## src/pmac_params.svh

```systemverilog
// Constants of the power monitor alert control block
`ifndef PMAC_PARAMS_SVH
`define PMAC_PARAMS_SVH

// ----------------------------------------------------------------------
// Timing
// ----------------------------------------------------------------------
`define PMAC_CLK_KHZ       25000
`define PMAC_US_CYC        (`PMAC_CLK_KHZ / 1000)
`define PMAC_SETTLE_US     300
`define PMAC_CT_MIN_US     13'd50
`define PMAC_CT_MAX_US     13'd4120
`define PMAC_CT_RST_US     13'd1052
`define PMAC_AVG_MAX_LOG2  4'ha

// ----------------------------------------------------------------------
// Register pointers
// ----------------------------------------------------------------------
`define PMAC_A_CFG         8'h00
`define PMAC_A_ADC_CFG     8'h01
`define PMAC_A_CT_SHUNT    8'h02
`define PMAC_A_CT_RAIL     8'h03
`define PMAC_A_CT_HEAT     8'h04
`define PMAC_A_AVG         8'h05
`define PMAC_A_THR_FIRST   8'h06
`define PMAC_A_THR_LAST    8'h0b
`define PMAC_A_DIAG        8'h0c
`define PMAC_A_RES_FIRST   8'h0d
`define PMAC_A_RES_LAST    8'h10

// ----------------------------------------------------------------------
// Fields
// ----------------------------------------------------------------------
`define PMAC_CFG_RST_BIT   15
`define PMAC_MODE_SHUT     2'h0
`define PMAC_MODE_TRIG     2'h1
`define PMAC_MODE_CONT     2'h2
`define PMAC_DG_HOLD       15
`define PMAC_DG_CONVERSION_DONE_ALERT_ENABLE       14
`define PMAC_DG_SLOW       13
`define PMAC_DG_INV        12
`define PMAC_DG_OVF        9
`define PMAC_DG_MEM        8
`define PMAC_DG_DONE       7
`define PMAC_NO_CH         2'h3

// ----------------------------------------------------------------------
// Threshold reset values
// ----------------------------------------------------------------------
`define PMAC_RST_SHUNT_LOW  16'h8000
`define PMAC_RST_SHUNT_HIGH 16'h7fff
`define PMAC_RST_RAIL_HIGH  16'h7fff
`define PMAC_RST_RAIL_LOW   16'h0000
`define PMAC_RST_DIE_HEAT   16'hffff
`define PMAC_RST_POWER      16'h7fff

`endif

```

## src/pmac_pkg.sv

```systemverilog
// Types of the power monitor alert control block
package pmac_pkg;

  typedef enum logic [1:0] {
    PMAC_SETTLE,
    PMAC_IDLE,
    PMAC_CONV,
    PMAC_WAIT
  } pmac_state_t;

  typedef struct packed {
    pmac_state_t        state;
    logic [4:0]         us_div;
    logic [12:0]        us_cnt;
    logic [15:0]        settle_cnt;
    logic [10:0]        avg_cnt;
    logic [1:0]         ch;
    logic               go;
    logic [1:0]         mode;
    logic [2:0]         chen;
    logic [2:0][12:0]   ct;
    logic [3:0]         avg_log2;
    logic [2:0][26:0]   acc;
    logic [3:0][15:0]   res;
    logic               hold_en;
    logic               conversion_done_alert_enable_en;
    logic               slow_en;
    logic               invert;
    logic [5:0]         flags;
    logic               done_flag;
    logic               ovf_flag;
    logic               alert_hold;
    logic               alert_oe;
    logic               alert_o;
    logic [15:0]        rdata;
    logic               adc_start;
    logic               filter_clear;
    logic [1:0]         ch_out;
    logic [12:0]        ct_out;
    logic               front_on;
    logic               soft_rst;
  } pmac_core_t;

  typedef struct packed {
    logic [5:0][15:0] word;
  } pmac_thr_t;

endpackage : pmac_pkg

```

## src/pmac_thr_if.sv

```systemverilog
// Threshold store link between control core and threshold memory
`timescale 1ns/100ps
`default_nettype none
interface pmac_thr_if;
  logic             wr;
  logic [2:0]       idx;
  logic [15:0]      wdata;
  logic             soft_rst;
  logic [5:0][15:0] words;

  modport ctrl  (output wr, idx, wdata, soft_rst, input words);
  modport store (input wr, idx, wdata, soft_rst, output words);
endinterface : pmac_thr_if
`default_nettype wire

```

## src/pmac_thr_mem.sv

```systemverilog
// Six-word limit threshold memory with reset defaults
`timescale 1ns/100ps
`default_nettype none
`include "pmac_params.svh"
module pmac_thr_mem (
  input  wire logic  core_clk,
  input  wire logic  arst_n,
  pmac_thr_if.store  thr
);
  import pmac_pkg::*;

  localparam logic [5:0][15:0] THR_RST = {
    `PMAC_RST_POWER, `PMAC_RST_DIE_HEAT, `PMAC_RST_RAIL_LOW,
    `PMAC_RST_RAIL_HIGH, `PMAC_RST_SHUNT_HIGH, `PMAC_RST_SHUNT_LOW};

  pmac_thr_t s_r;
  pmac_thr_t s_nxt;

  always_comb begin
    s_nxt = s_r;
    if (thr.soft_rst) begin
      s_nxt.word = THR_RST;
    end else if (thr.wr && (thr.idx < 3'h6)) begin
      s_nxt.word[thr.idx] = thr.wdata;
    end
  end

  always_ff @(posedge core_clk or negedge arst_n) begin
    if (!arst_n) begin
      s_r.word <= THR_RST;
    end else begin
      s_r <= s_nxt;
    end
  end

  assign thr.words = s_r.word;
endmodule : pmac_thr_mem
`default_nettype wire

```

## src/pmac_core.sv

```systemverilog
// Conversion sequencing, limit checks and alert pin control
`timescale 1ns/100ps
`default_nettype none
`include "pmac_params.svh"
module pmac_core #(
  parameter int unsigned SETTLE_US = `PMAC_SETTLE_US
) (
  input  wire logic        core_clk,
  input  wire logic        arst_n,
  input  wire logic        reg_wr,
  input  wire logic        reg_rd,
  input  wire logic [7:0]  reg_addr,
  input  wire logic [15:0] reg_wdata,
  output logic      [15:0] reg_rdata,
  output logic             adc_start,
  output logic             filter_clear,
  output logic      [1:0]  adc_channel,
  output logic      [12:0] adc_ct_us,
  output logic             front_end_on,
  input  wire logic        adc_valid,
  input  wire logic [15:0] adc_data,
  input  wire logic        pwr_valid,
  input  wire logic [15:0] pwr_data,
  input  wire logic        math_ovf,
  input  wire logic        trim_ok,
  output logic             alert_o,
  output logic             alert_oe
);
  import pmac_pkg::*;

  localparam logic [4:0]  US_LAST     = 5'(`PMAC_US_CYC - 1);
  localparam logic [15:0] SETTLE_LAST = 16'(SETTLE_US - 1);

  // ----------------------------------------------------------------------
  // Helpers
  // ----------------------------------------------------------------------
  function automatic pmac_core_t rst_val();
    pmac_core_t r;
    r          = '0;
    r.state    = PMAC_SETTLE;
    r.mode     = `PMAC_MODE_CONT;
    r.chen     = 3'h7;
    r.go       = 1'b1;
    r.ct       = {3{`PMAC_CT_RST_US}};
    return r;
  endfunction : rst_val

  localparam pmac_core_t CORE_RST = rst_val();

  function automatic logic [1:0] first_en(input logic [2:0] en, input logic [1:0] from);
    logic [1:0] r;
    r = `PMAC_NO_CH;
    for (int i = 2; i >= 0; i--) begin
      if (en[i] && (2'(i) >= from)) begin
        r = 2'(i);
      end
    end
    return r;
  endfunction : first_en

  function automatic logic [12:0] clamp_ct(input logic [15:0] v);
    logic [12:0] r;
    if (v < 16'(`PMAC_CT_MIN_US)) begin
      r = `PMAC_CT_MIN_US;
    end else if (v > 16'(`PMAC_CT_MAX_US)) begin
      r = `PMAC_CT_MAX_US;
    end else begin
      r = v[12:0];
    end
    return r;
  endfunction : clamp_ct

  // Limit check of one result; latched flags only ever set
  function automatic logic [5:0] apply_cmp(input logic [5:0] f, input logic latch,
                                           input logic [1:0] ch, input logic [15:0] v,
                                           input logic [5:0][15:0] w);
    logic [5:0] cond;
    logic [5:0] cov;
    cond = '0;
    cov  = '0;
    unique case (ch)
      2'h0: begin
        cov     = 6'h03;
        cond[0] = $signed(v) < $signed(w[0]);
        cond[1] = $signed(v) > $signed(w[1]);
      end
      2'h1: begin
        cov     = 6'h0c;
        cond[2] = v > w[2];
        cond[3] = v < w[3];
      end
      2'h2: begin
        cov     = 6'h10;
        cond[4] = v > w[4];
      end
      2'h3: begin
        cov     = 6'h20;
        cond[5] = $signed(v) > $signed(w[5]);
      end
    endcase
    return latch ? (f | cond) : ((f & ~cov) | cond);
  endfunction : apply_cmp

  // ----------------------------------------------------------------------
  // Threshold memory
  // ----------------------------------------------------------------------
  pmac_core_t s_r;
  pmac_core_t s_nxt;
  pmac_thr_if thr ();

  pmac_thr_mem u_thr_mem (
    .core_clk (core_clk),
    .arst_n   (arst_n),
    .thr      (thr.store)
  );

  assign thr.wr       = reg_wr && (reg_addr >= `PMAC_A_THR_FIRST) &&
                        (reg_addr <= `PMAC_A_THR_LAST);
  assign thr.idx      = 3'(reg_addr - `PMAC_A_THR_FIRST);
  assign thr.wdata    = reg_wdata;
  assign thr.soft_rst = s_r.soft_rst;

  // ----------------------------------------------------------------------
  // Core state
  // ----------------------------------------------------------------------
  always_comb begin
    logic               tick;
    logic               rd_diag;
    logic               restart;
    logic [1:0]         nch;
    logic [10:0]        avg_last;
    logic signed [26:0] avg_val;
    logic               cond;
    tick     = 1'b0;
    rd_diag  = reg_rd && (reg_addr == `PMAC_A_DIAG);
    restart  = 1'b0;
    nch      = `PMAC_NO_CH;
    avg_last = 11'((32'h1 << s_r.avg_log2) - 32'h1);
    avg_val  = '0;
    cond     = 1'b0;
    s_nxt              = s_r;
    s_nxt.adc_start    = 1'b0;
    s_nxt.filter_clear = 1'b0;
    s_nxt.soft_rst     = 1'b0;

    // Microsecond time base
    if (s_r.us_div == US_LAST) begin
      s_nxt.us_div = '0;
      tick         = 1'b1;
    end else begin
      s_nxt.us_div = s_r.us_div + 5'h1;
    end

    // Clears come first so that a same-cycle event wins
    // Ready clears on read
    if (rd_diag) begin
      s_nxt.done_flag  = 1'b0;
      s_nxt.ovf_flag   = 1'b0;
      s_nxt.alert_hold = 1'b0;
      if (s_r.hold_en) begin
        s_nxt.flags = '0;
      end
    end
    if (reg_wr && (reg_addr == `PMAC_A_ADC_CFG) &&
        (reg_wdata[1:0] != `PMAC_MODE_SHUT)) begin
      s_nxt.done_flag = 1'b0;
    end

    // ----------------------------------------------------------------------
    // Register writes
    // ----------------------------------------------------------------------
    if (reg_wr) begin
      unique case (reg_addr)
        `PMAC_A_CFG:      s_nxt.soft_rst = reg_wdata[`PMAC_CFG_RST_BIT];
        `PMAC_A_ADC_CFG: begin
          s_nxt.mode = reg_wdata[1:0];
          s_nxt.chen = reg_wdata[4:2];
          restart    = 1'b1;
        end
        `PMAC_A_CT_SHUNT: s_nxt.ct[0] = clamp_ct(reg_wdata);
        `PMAC_A_CT_RAIL:  s_nxt.ct[1] = clamp_ct(reg_wdata);
        `PMAC_A_CT_HEAT:  s_nxt.ct[2] = clamp_ct(reg_wdata);
        `PMAC_A_AVG: begin
          s_nxt.avg_log2 = (reg_wdata[3:0] > `PMAC_AVG_MAX_LOG2) ?
                           `PMAC_AVG_MAX_LOG2 : reg_wdata[3:0];
        end
        `PMAC_A_DIAG: begin
          s_nxt.hold_en = reg_wdata[`PMAC_DG_HOLD];
          s_nxt.conversion_done_alert_enable_en = reg_wdata[`PMAC_DG_CONVERSION_DONE_ALERT_ENABLE];
          s_nxt.slow_en = reg_wdata[`PMAC_DG_SLOW];
          s_nxt.invert  = reg_wdata[`PMAC_DG_INV];
        end
        default: ;
      endcase
    end

    // ----------------------------------------------------------------------
    // Register reads
    // ----------------------------------------------------------------------
    if (reg_rd) begin
      s_nxt.rdata = '0;
      unique case (reg_addr)
        `PMAC_A_ADC_CFG:  s_nxt.rdata = {11'h0, s_r.chen, s_r.mode};
        `PMAC_A_CT_SHUNT: s_nxt.rdata = {3'h0, s_r.ct[0]};
        `PMAC_A_CT_RAIL:  s_nxt.rdata = {3'h0, s_r.ct[1]};
        `PMAC_A_CT_HEAT:  s_nxt.rdata = {3'h0, s_r.ct[2]};
        `PMAC_A_AVG:      s_nxt.rdata = {12'h0, s_r.avg_log2};
        `PMAC_A_DIAG: begin
          s_nxt.rdata[`PMAC_DG_HOLD] = s_r.hold_en;
          s_nxt.rdata[`PMAC_DG_CONVERSION_DONE_ALERT_ENABLE] = s_r.conversion_done_alert_enable_en;
          s_nxt.rdata[`PMAC_DG_SLOW] = s_r.slow_en;
          s_nxt.rdata[`PMAC_DG_INV]  = s_r.invert;
          s_nxt.rdata[`PMAC_DG_OVF]  = s_r.ovf_flag;
          s_nxt.rdata[`PMAC_DG_MEM]  = trim_ok;
          s_nxt.rdata[`PMAC_DG_DONE] = s_r.done_flag;
          s_nxt.rdata[5:0]           = s_r.flags;
        end
        default: begin
          if ((reg_addr >= `PMAC_A_THR_FIRST) && (reg_addr <= `PMAC_A_THR_LAST)) begin
            s_nxt.rdata = thr.words[3'(reg_addr - `PMAC_A_THR_FIRST)];
          end else if ((reg_addr >= `PMAC_A_RES_FIRST) &&
                       (reg_addr <= `PMAC_A_RES_LAST)) begin
            s_nxt.rdata = s_r.res[2'(reg_addr - `PMAC_A_RES_FIRST)];
          end
        end
      endcase
    end

    // ----------------------------------------------------------------------
    // Conversion sequencer
    // ----------------------------------------------------------------------
    unique case (s_r.state)
      PMAC_SETTLE: begin
        if (tick) begin
          s_nxt.settle_cnt = s_r.settle_cnt + 16'h1;
          if (s_r.settle_cnt == SETTLE_LAST) begin
            s_nxt.state = PMAC_IDLE;
          end
        end
      end
      PMAC_IDLE: begin
        s_nxt.front_on = 1'b0;
        if (s_r.go && (s_r.mode != `PMAC_MODE_SHUT)) begin
          nch = first_en(s_r.chen, 2'h0);
          if (nch == `PMAC_NO_CH) begin
            s_nxt.go = 1'b0;
          end
        end
      end
      PMAC_CONV: begin
        if (tick) begin
          s_nxt.us_cnt = s_r.us_cnt + 13'h1;
          if (s_r.us_cnt == (s_r.ct[s_r.ch] - 13'h1)) begin
            s_nxt.state = PMAC_WAIT;
          end
        end
      end
      PMAC_WAIT: begin
        if (adc_valid) begin
          s_nxt.acc[s_r.ch] = 27'($signed(s_r.acc[s_r.ch]) + $signed(adc_data));
          if (!s_r.slow_en) begin
            s_nxt.flags = apply_cmp(s_nxt.flags, s_r.hold_en, s_r.ch, adc_data, thr.words);
          end
          nch = first_en(s_r.chen, s_r.ch + 2'h1);
          if (nch == `PMAC_NO_CH) begin
            if (s_r.avg_cnt == avg_last) begin
              for (int i = 0; i < 3; i++) begin
                if (s_r.chen[i]) begin
                  avg_val = $signed(s_nxt.acc[i]) >>> s_r.avg_log2;
                  s_nxt.res[i] = avg_val[15:0];
                  if (s_r.slow_en) begin
                    s_nxt.flags = apply_cmp(s_nxt.flags, s_r.hold_en, 2'(i),
                                            avg_val[15:0], thr.words);
                  end
                end
              end
              s_nxt.acc       = '0;
              s_nxt.avg_cnt   = '0;
              s_nxt.done_flag = 1'b1;
              if (s_r.mode == `PMAC_MODE_CONT) begin
                nch = first_en(s_r.chen, 2'h0);
              end else begin
                s_nxt.go    = 1'b0;
                s_nxt.state = PMAC_IDLE;
              end
            end else begin
              s_nxt.avg_cnt = s_r.avg_cnt + 11'h1;
              nch           = first_en(s_r.chen, 2'h0);
            end
          end
        end
      end
    endcase

    if (nch != `PMAC_NO_CH) begin
      s_nxt.state        = PMAC_CONV;
      s_nxt.ch           = nch;
      s_nxt.us_cnt       = '0;
      s_nxt.adc_start    = 1'b1;
      s_nxt.filter_clear = 1'b1;
      s_nxt.ch_out       = nch;
      s_nxt.ct_out       = s_r.ct[nch];
      s_nxt.front_on     = 1'b1;
    end

    if (pwr_valid) begin
      s_nxt.res[3] = pwr_data;
      s_nxt.flags  = apply_cmp(s_nxt.flags, s_r.hold_en, 2'h3, pwr_data, thr.words);
    end

    s_nxt.ovf_flag = s_nxt.ovf_flag | math_ovf;

    if (restart) begin
      s_nxt.acc     = '0;
      s_nxt.avg_cnt = '0;
      s_nxt.go      = (reg_wdata[1:0] != `PMAC_MODE_SHUT);
      if (s_r.state != PMAC_SETTLE) begin
        s_nxt.state    = PMAC_IDLE;
        s_nxt.front_on = 1'b0;
        s_nxt.adc_start    = 1'b0;
        s_nxt.filter_clear = 1'b0;
      end
    end

    // ----------------------------------------------------------------------
    // Alert pin
    // ----------------------------------------------------------------------
    // Shared indicator
    cond = (|s_nxt.flags) | (s_nxt.conversion_done_alert_enable_en & s_nxt.done_flag);
    s_nxt.alert_hold = s_nxt.alert_hold | (s_nxt.hold_en & cond);
    s_nxt.alert_oe   = (s_nxt.hold_en ? s_nxt.alert_hold : cond) ^ s_nxt.invert;
    s_nxt.alert_o    = 1'b0;

    if (s_r.soft_rst) begin
      s_nxt = CORE_RST;
    end
  end

  always_ff @(posedge core_clk or negedge arst_n) begin
    if (!arst_n) begin
      s_r <= CORE_RST;
    end else begin
      s_r <= s_nxt;
    end
  end

  assign reg_rdata    = s_r.rdata;
  assign adc_start    = s_r.adc_start;
  assign filter_clear = s_r.filter_clear;
  assign adc_channel  = s_r.ch_out;
  assign adc_ct_us    = s_r.ct_out;
  assign front_end_on = s_r.front_on;
  assign alert_o      = s_r.alert_o;
  assign alert_oe     = s_r.alert_oe;
endmodule : pmac_core
`default_nettype wire

```

## config.mk

```make
export PLATFORM = sky130hd
export DESIGN_NAME = pmac_core
export DESIGN_NICKNAME = d
export VERILOG_FILES = /design/src/pmac_pkg.sv /design/src/pmac_thr_if.sv /design/src/pmac_thr_mem.sv /design/src/pmac_core.sv
export VERILOG_INCLUDE_DIRS = /design/src
export SDC_FILE = /design/constraint.sdc
export NUM_CORES = 1
export LEC_CHECK = 0
export ABC_AREA = 0
export BUFFER_PORTS_ARGS = -buffer_cell sky130_fd_sc_hd__buf_2
export CAP_MARGIN = 20
export CORE_MARGIN = 2
export CORE_UTILIZATION = 25
export DETAILED_ROUTE_END_ITERATION = 16
export PLACE_DENSITY_LB_ADDON = 0.2
export SETUP_SLACK_MARGIN = 0.5
export SLEW_MARGIN = 0
export SYNTH_ARGS = -nofsm -noshare
export SYNTH_HDL_FRONTEND = slang
export SYNTH_SLANG_ARGS = --single-unit
```

## constraint.sdc

```tcl
create_clock -name core_clk -period 7.72 [get_ports core_clk]
set_input_delay 0.772 -clock core_clk [delete_from_list [all_inputs] [get_ports core_clk]]
set_output_delay 0.772 -clock core_clk [all_outputs]
set_load 0.05 [all_outputs]
```

# Yosys cells after proc, flatten, opt, wreduce, memory -nomap -nowiden
# Cells that the tools add are included.
dict set report op_classes {
  magnitude_cmp 29
  n_bitwise 26
  reduce_logical 63
  n_mux 199
  addsub 10
  eq_ne 26
  n_shift 4
}
# operator count
set op_table {}
lappend op_table {{$mux 81} 5}
lappend op_table {{$mux 293} 1}
lappend op_table {{$mux 6} 46}
lappend op_table {{$mux 48} 5}
lappend op_table {{$mux 16} 12}
lappend op_table {{$mux 96} 2}
lappend op_table {{$mux 13} 10}
lappend op_table {{$gt 16x16->1} 8}
lappend op_table {{$bwmux 96} 1}
lappend op_table {{$mux 2} 47}
lappend op_table {{$bwmux 81} 1}
lappend op_table {{$sshr 27x4->16} 3}
lappend op_table {{$lt 16x16->1} 4}
lappend op_table {{$mux 11} 5}
lappend op_table {{$bmux 27 s2} 1}
lappend op_table {{$demux 27 s2} 1}
lappend op_table {{$mux 27} 2}
lappend op_table {{$bmux 13 s2} 2}
lappend op_table {{$bmux 16 s3} 1}
lappend op_table {{$demux 16 s3} 1}
lappend op_table {{$reduce_bool 2->1} 23}
lappend op_table {{$pmux 6 s6} 1}
lappend op_table {{$mux 1} 34}
lappend op_table {{$bmux 16 s2} 1}
lappend op_table {{other kinds (71)} 140}
dict set report word_totals {
  input_bits 64
  regBits 389
  output_inout_bits 36
  wordCells 400
}

# Logic depth before layout (Yosys ltp)
dict set report logic_depth {
  word_depth 51
  mapped_depth 33
  ltp_nobuf 28
}

# By module
# Synthesis repeated with hierarchy kept, for this count alone.
dict set report unflattened {
  hier_cells 3665
  area_unflattened_um2 32356.0
}
# mod area_each_um2 n_inst seq_area_each_um2 cells_per_inst
set modules_own_cells {}
lappend modules_own_cells {pmac_core 28045.6 1 7303.3 3313}
lappend modules_own_cells {pmac_thr_mem 4310.4 1 2479.9 352}

# Worst setup path after synthesis
# No wires, ideal clock.
dict set report synth_timing {
  path_kind {register to register}
  start {reg s_r[244] (netlist name)}
  end {reg s_r, in the netlist alert_oe}
  synth_period_minus_slack_ns 7.382
  t_required_ns 7.592
  path_stages_with_launch 30
  setup_ns 0.128
  t_arrival_ns 7.255
  n_path_buf 5
  path_slack_ns 0.338
  cell_sequence {dfrtp_1 buf_2 buf_1 clkbuf_1 buf_1 mux2i_1 o21ai_0 ha_1 buf_2 nand2_1 nor3_1 a22oi_2 a211oi_1 mux2_2 nor2_1 a21boi_0 mux4_2 mux2i_1 mux2_2 ha_1 a21o_1 nand3_1 a21oi_1 a211oi_1 nand4_1 or4_1 a2111oi_2 o21ai_1 nor4b_2 mux2_1}
}
# element line_no
set synth_lines {}
lappend synth_lines {{start, declared} pmac_core.sv:107} ;# pmac_core_t s_r;
lappend synth_lines {{start signal, assigned} pmac_core.sv:343} ;# s_r <= s_nxt;

==> impl_metrics.json <==
{
  "status": "finished clean",
  "first_iter_violations": 3187,
  "netlist_area_um2": 31500,
  "netlist_instances": 3613,
  "timing.slew.headroom_pct": 24.7,
  "reg2reg_slack_ns": 0.78,
  "synthTopCellsByCount": "432 x nand2_1, 308 x dfrtp_1, 268 x nor2_1",
  "yosysWarnings": 0,
  "p_comb_share_pct": 56.8,
  "place_congestion": 0.954,
  "grt_pass1_wl_um": 206000,
  "skew_ns": 0.0283,
  "swShare_pct": 47.5,
  "r2r_cells": 26,
  "end_kind": "flop",
  "cp-start-kind": "flop",
  "r2r_start": "s_r[244]",
  "ys_seq_elements": 387,
  "peakVddDrop_mv": 0.192,
  "vias": 29500,
  "async_flop_share_pct": 100,
  "synth.yosys.seq_area_share_pct": 31.1,
  "cts_num_sinks": 387,
  "drv_slew": 0,
  "netlist.area_leader.share_pct": 24.5,
  "drive_gt1_share_pct": 17.2,
  "finalHoldViolCount": 0,
  "grt_pass1_vias": 28400,
  "drc": 0,
  "p_leak_nw": 15.6,
  "die_w_um": 359,
  "instances_no_fill": 5311,
  "grt_antenna_before_repair": 5,
  "antenna_cells": 0,
  "htreeDepth": 2,
  "grt_max_degree": 144,
  "drtPass1Iterations": 6,
  "rows": 130,
  "yosysUniqueCellTypes": 100,
  "setup_viol": 0,
  "ant_nets": 0,
  "ys.flop_type": "dfrtp_1",
  "post-route-period-util_pct": 89.9,
  "grtUsageTotal_pct": 21.3,
  "whs_ns": 0.171,
  "nets": 3921,
  "max_freq_mhz": 144,
  "rsz0062_at_grt": "no",
  "cts_tree": "built",
  "dieArea_um2": 129000,
  "dp_hpwl_um": 107000,
  "power.density_cell_area_nw_per_um2": 340,
  "min_period_ns": 6.94,
  "ff_latch_area_um2": 9800,
  "power.internal_mw": 6.44,
  "r2r_end": "alert_oe",
  "cap_violations": 0,
  "worst-path-max-fanout": 9,
  "required_ns": 8.26,
  "placed_cells": 5203,
  "yosys.area.top_type": "dfrtp_1",
  "numCtsBuffers": 51,
  "port_buffers": 98,
  "yosys.cell_count.top_type": "nand2_1",
  "ios": 100,
  "switching_power_mw": 5.84,
  "wl_per_cell_um": 26.6,
  "fin_setup_tns_ns": 0,
  "grt.overflow.total": 0,
  "synth.area.top_cells": "dfrtp_1 24%, ha_1 9.4%, dfstp_2 6.6%, mux4_2 5.3%, nand2_1 5.2%",
  "clkTransAtPathRegs_ns": 0.06,
  "clockPowerShare_pct": 21.2,
  "seq_power_share_pct": 22.0,
  "clock_path_buffers": 3,
  "crit_type": "flop to flop",
  "start_util_pct": 25.1,
  "areaGrowthSynthToFinish_pct": 14.7,
  "dieHeight_um": 359,
  "multi_input_area_um2": 20200,
  "tightest_slew_ns": 1.13,
  "drt_wl_total_um": 141000,
  "synth_nets": 3914,
  "synth-edff-count": 0,
  "crit_arrival_ns": 7.48,
  "fp.coreArea_um2": 125000,
  "insertion_delay_ns": 0.66,
  "routed_via_density": 5.56,
  "clockRootBuffer": "clkbuf_16",
  "holdCritPathClass": "primary input to async pin",
  "fillers": 13300,
  "syn_area_per_cell_um2": 8.71
}
==> placed cells by master, fill, tap and decap left out, types with 74 or more instances in the layout <==
master / netlist / layout
buf_2: 38 / 96
o21ai_0: 226 / 213
nand2_1: 432 / 430
mux2i_1: 161 / 155
mux4_2: 74 / 74
nand3_1: 82 / 81
dfrtp_1: 308 / 301
buf_4: 38 / 144
dfstp_2: 79 / 79
ha_1: 236 / 230
nor2_1: 268 / 266
inv_1: 158 / 157
a21oi_1: 217 / 210
==> kinds of logic after synthesis <==
logic type	count (synthesis)	share of synthesized area (%)
xor gates and xnor gates	71	1.98
AOI/OAI and AO/OA	1024	22.2
DFF	387	31.1
buffers and inverters	457	6.15
and+or+nand+nor	1163	17.4
adders and majority gates	237	9.45
muxes	273	11.8
other	1	0.0119
==> worst max-delay path: stages (launching register included) <==
cell and delay [ns]:
dfrtp_2 0.47, mux2i_1 0.19, o21ai_0 0.15, ha_1 0.26
fa_1 0.43, a211o_1 0.35, a21o_4 0.27, a22oi_2 0.14
buf_4 0.17, a211oi_2 0.11, or3_1 0.35, and2_2 0.27
mux4_2 0.49, mux2i_2 0.22, and2_1 0.20, a211oi_1 0.07
a21o_1 0.22, ha_1 0.31, a21oi_1 0.17, a21oi_1 0.10
a211oi_2 0.19, nand4_1 0.22, or4_4 0.49, a2111oi_4 0.36
o21ai_2 0.14, nor4b_2 0.18, mux2_1 0.32
==> through the flow <==
stage               util (%)  area [um^2]  setup WS [ns]  total power [mW]
finish                  28.8        36100          0.778              12.3
detailed placement      27.0        33900          0.163              9.18
global route            28.8        36100          0.535              12.9
CTS                     28.5        35700          0.507              11.9
global placement        27.0        33900          0.258              9.19
floorplan                  -        31500          0.524              6.74
==> metal layers <==
metal,part of all wire (%),GRT usage (%),up-vias
li1,-,-,13300
met1,47,31.6,14900
met2,43,31.8,1084
met3,6.5,2.98,184
met4,3.3,6.44,2
met5,0.0078,0,-
==> worst max-delay path by stage <==
stage | start | to | slack, ns | cells after the start
floorplan | s_r[244] | alert_oe | 0.52 | 29
global placement | s_r[244] | alert_oe | 0.26 | 27
detailed placement | s_r[244] | alert_oe | 0.16 | 27
CTS | s_r[244] | alert_oe | 0.51 | 25
global route | s_r[244] | alert_oe | 0.53 | 29
finish | s_r[244] | alert_oe | 0.78 | 26
==> sequential cells by signal, indices dropped and copies added, names as in the netlist <==
name                 flops
adc_channel              2
thr.soft_rst             1
adc_ct_us               13
alert_oe                 1
s_r                    256
u_thr_mem.thr.words     96
reg_rdata               16
front_end_on             1
adc_start                1
==> final cells by class <==
type / count / area share (%)
tap: 1650 / 5.72
sequential: 387 / 27.1
inverter: 164 / 1.71
clock inverter: 25 / 1.03
timing repair buffer: 247 / 4.66
clock buffer: 69 / 3.86
multi-input combinational: 2769 / 55.9
==> power groups by stage <==
stage               clock network, mW  registers [mW]  logic [mW]
CTS                              2.64            2.69        6.53
finish                           2.60            2.71        6.97
floorplan                           0            2.56        4.18
global route                     2.73            2.74        7.44
detailed placement                  0            2.72        6.46
global placement                    0            2.73        6.46
==> what timing repair did <==
action                     4_1_cts  5_1_grt
setup endpoints to repair        2        3
pin swaps                        4       15
resized for setup               12       74
hold buffers                     0        0
gates cloned                     0        1
setup buffers                    2       11
Note: power is estimated with default switching activity, not from simulation.
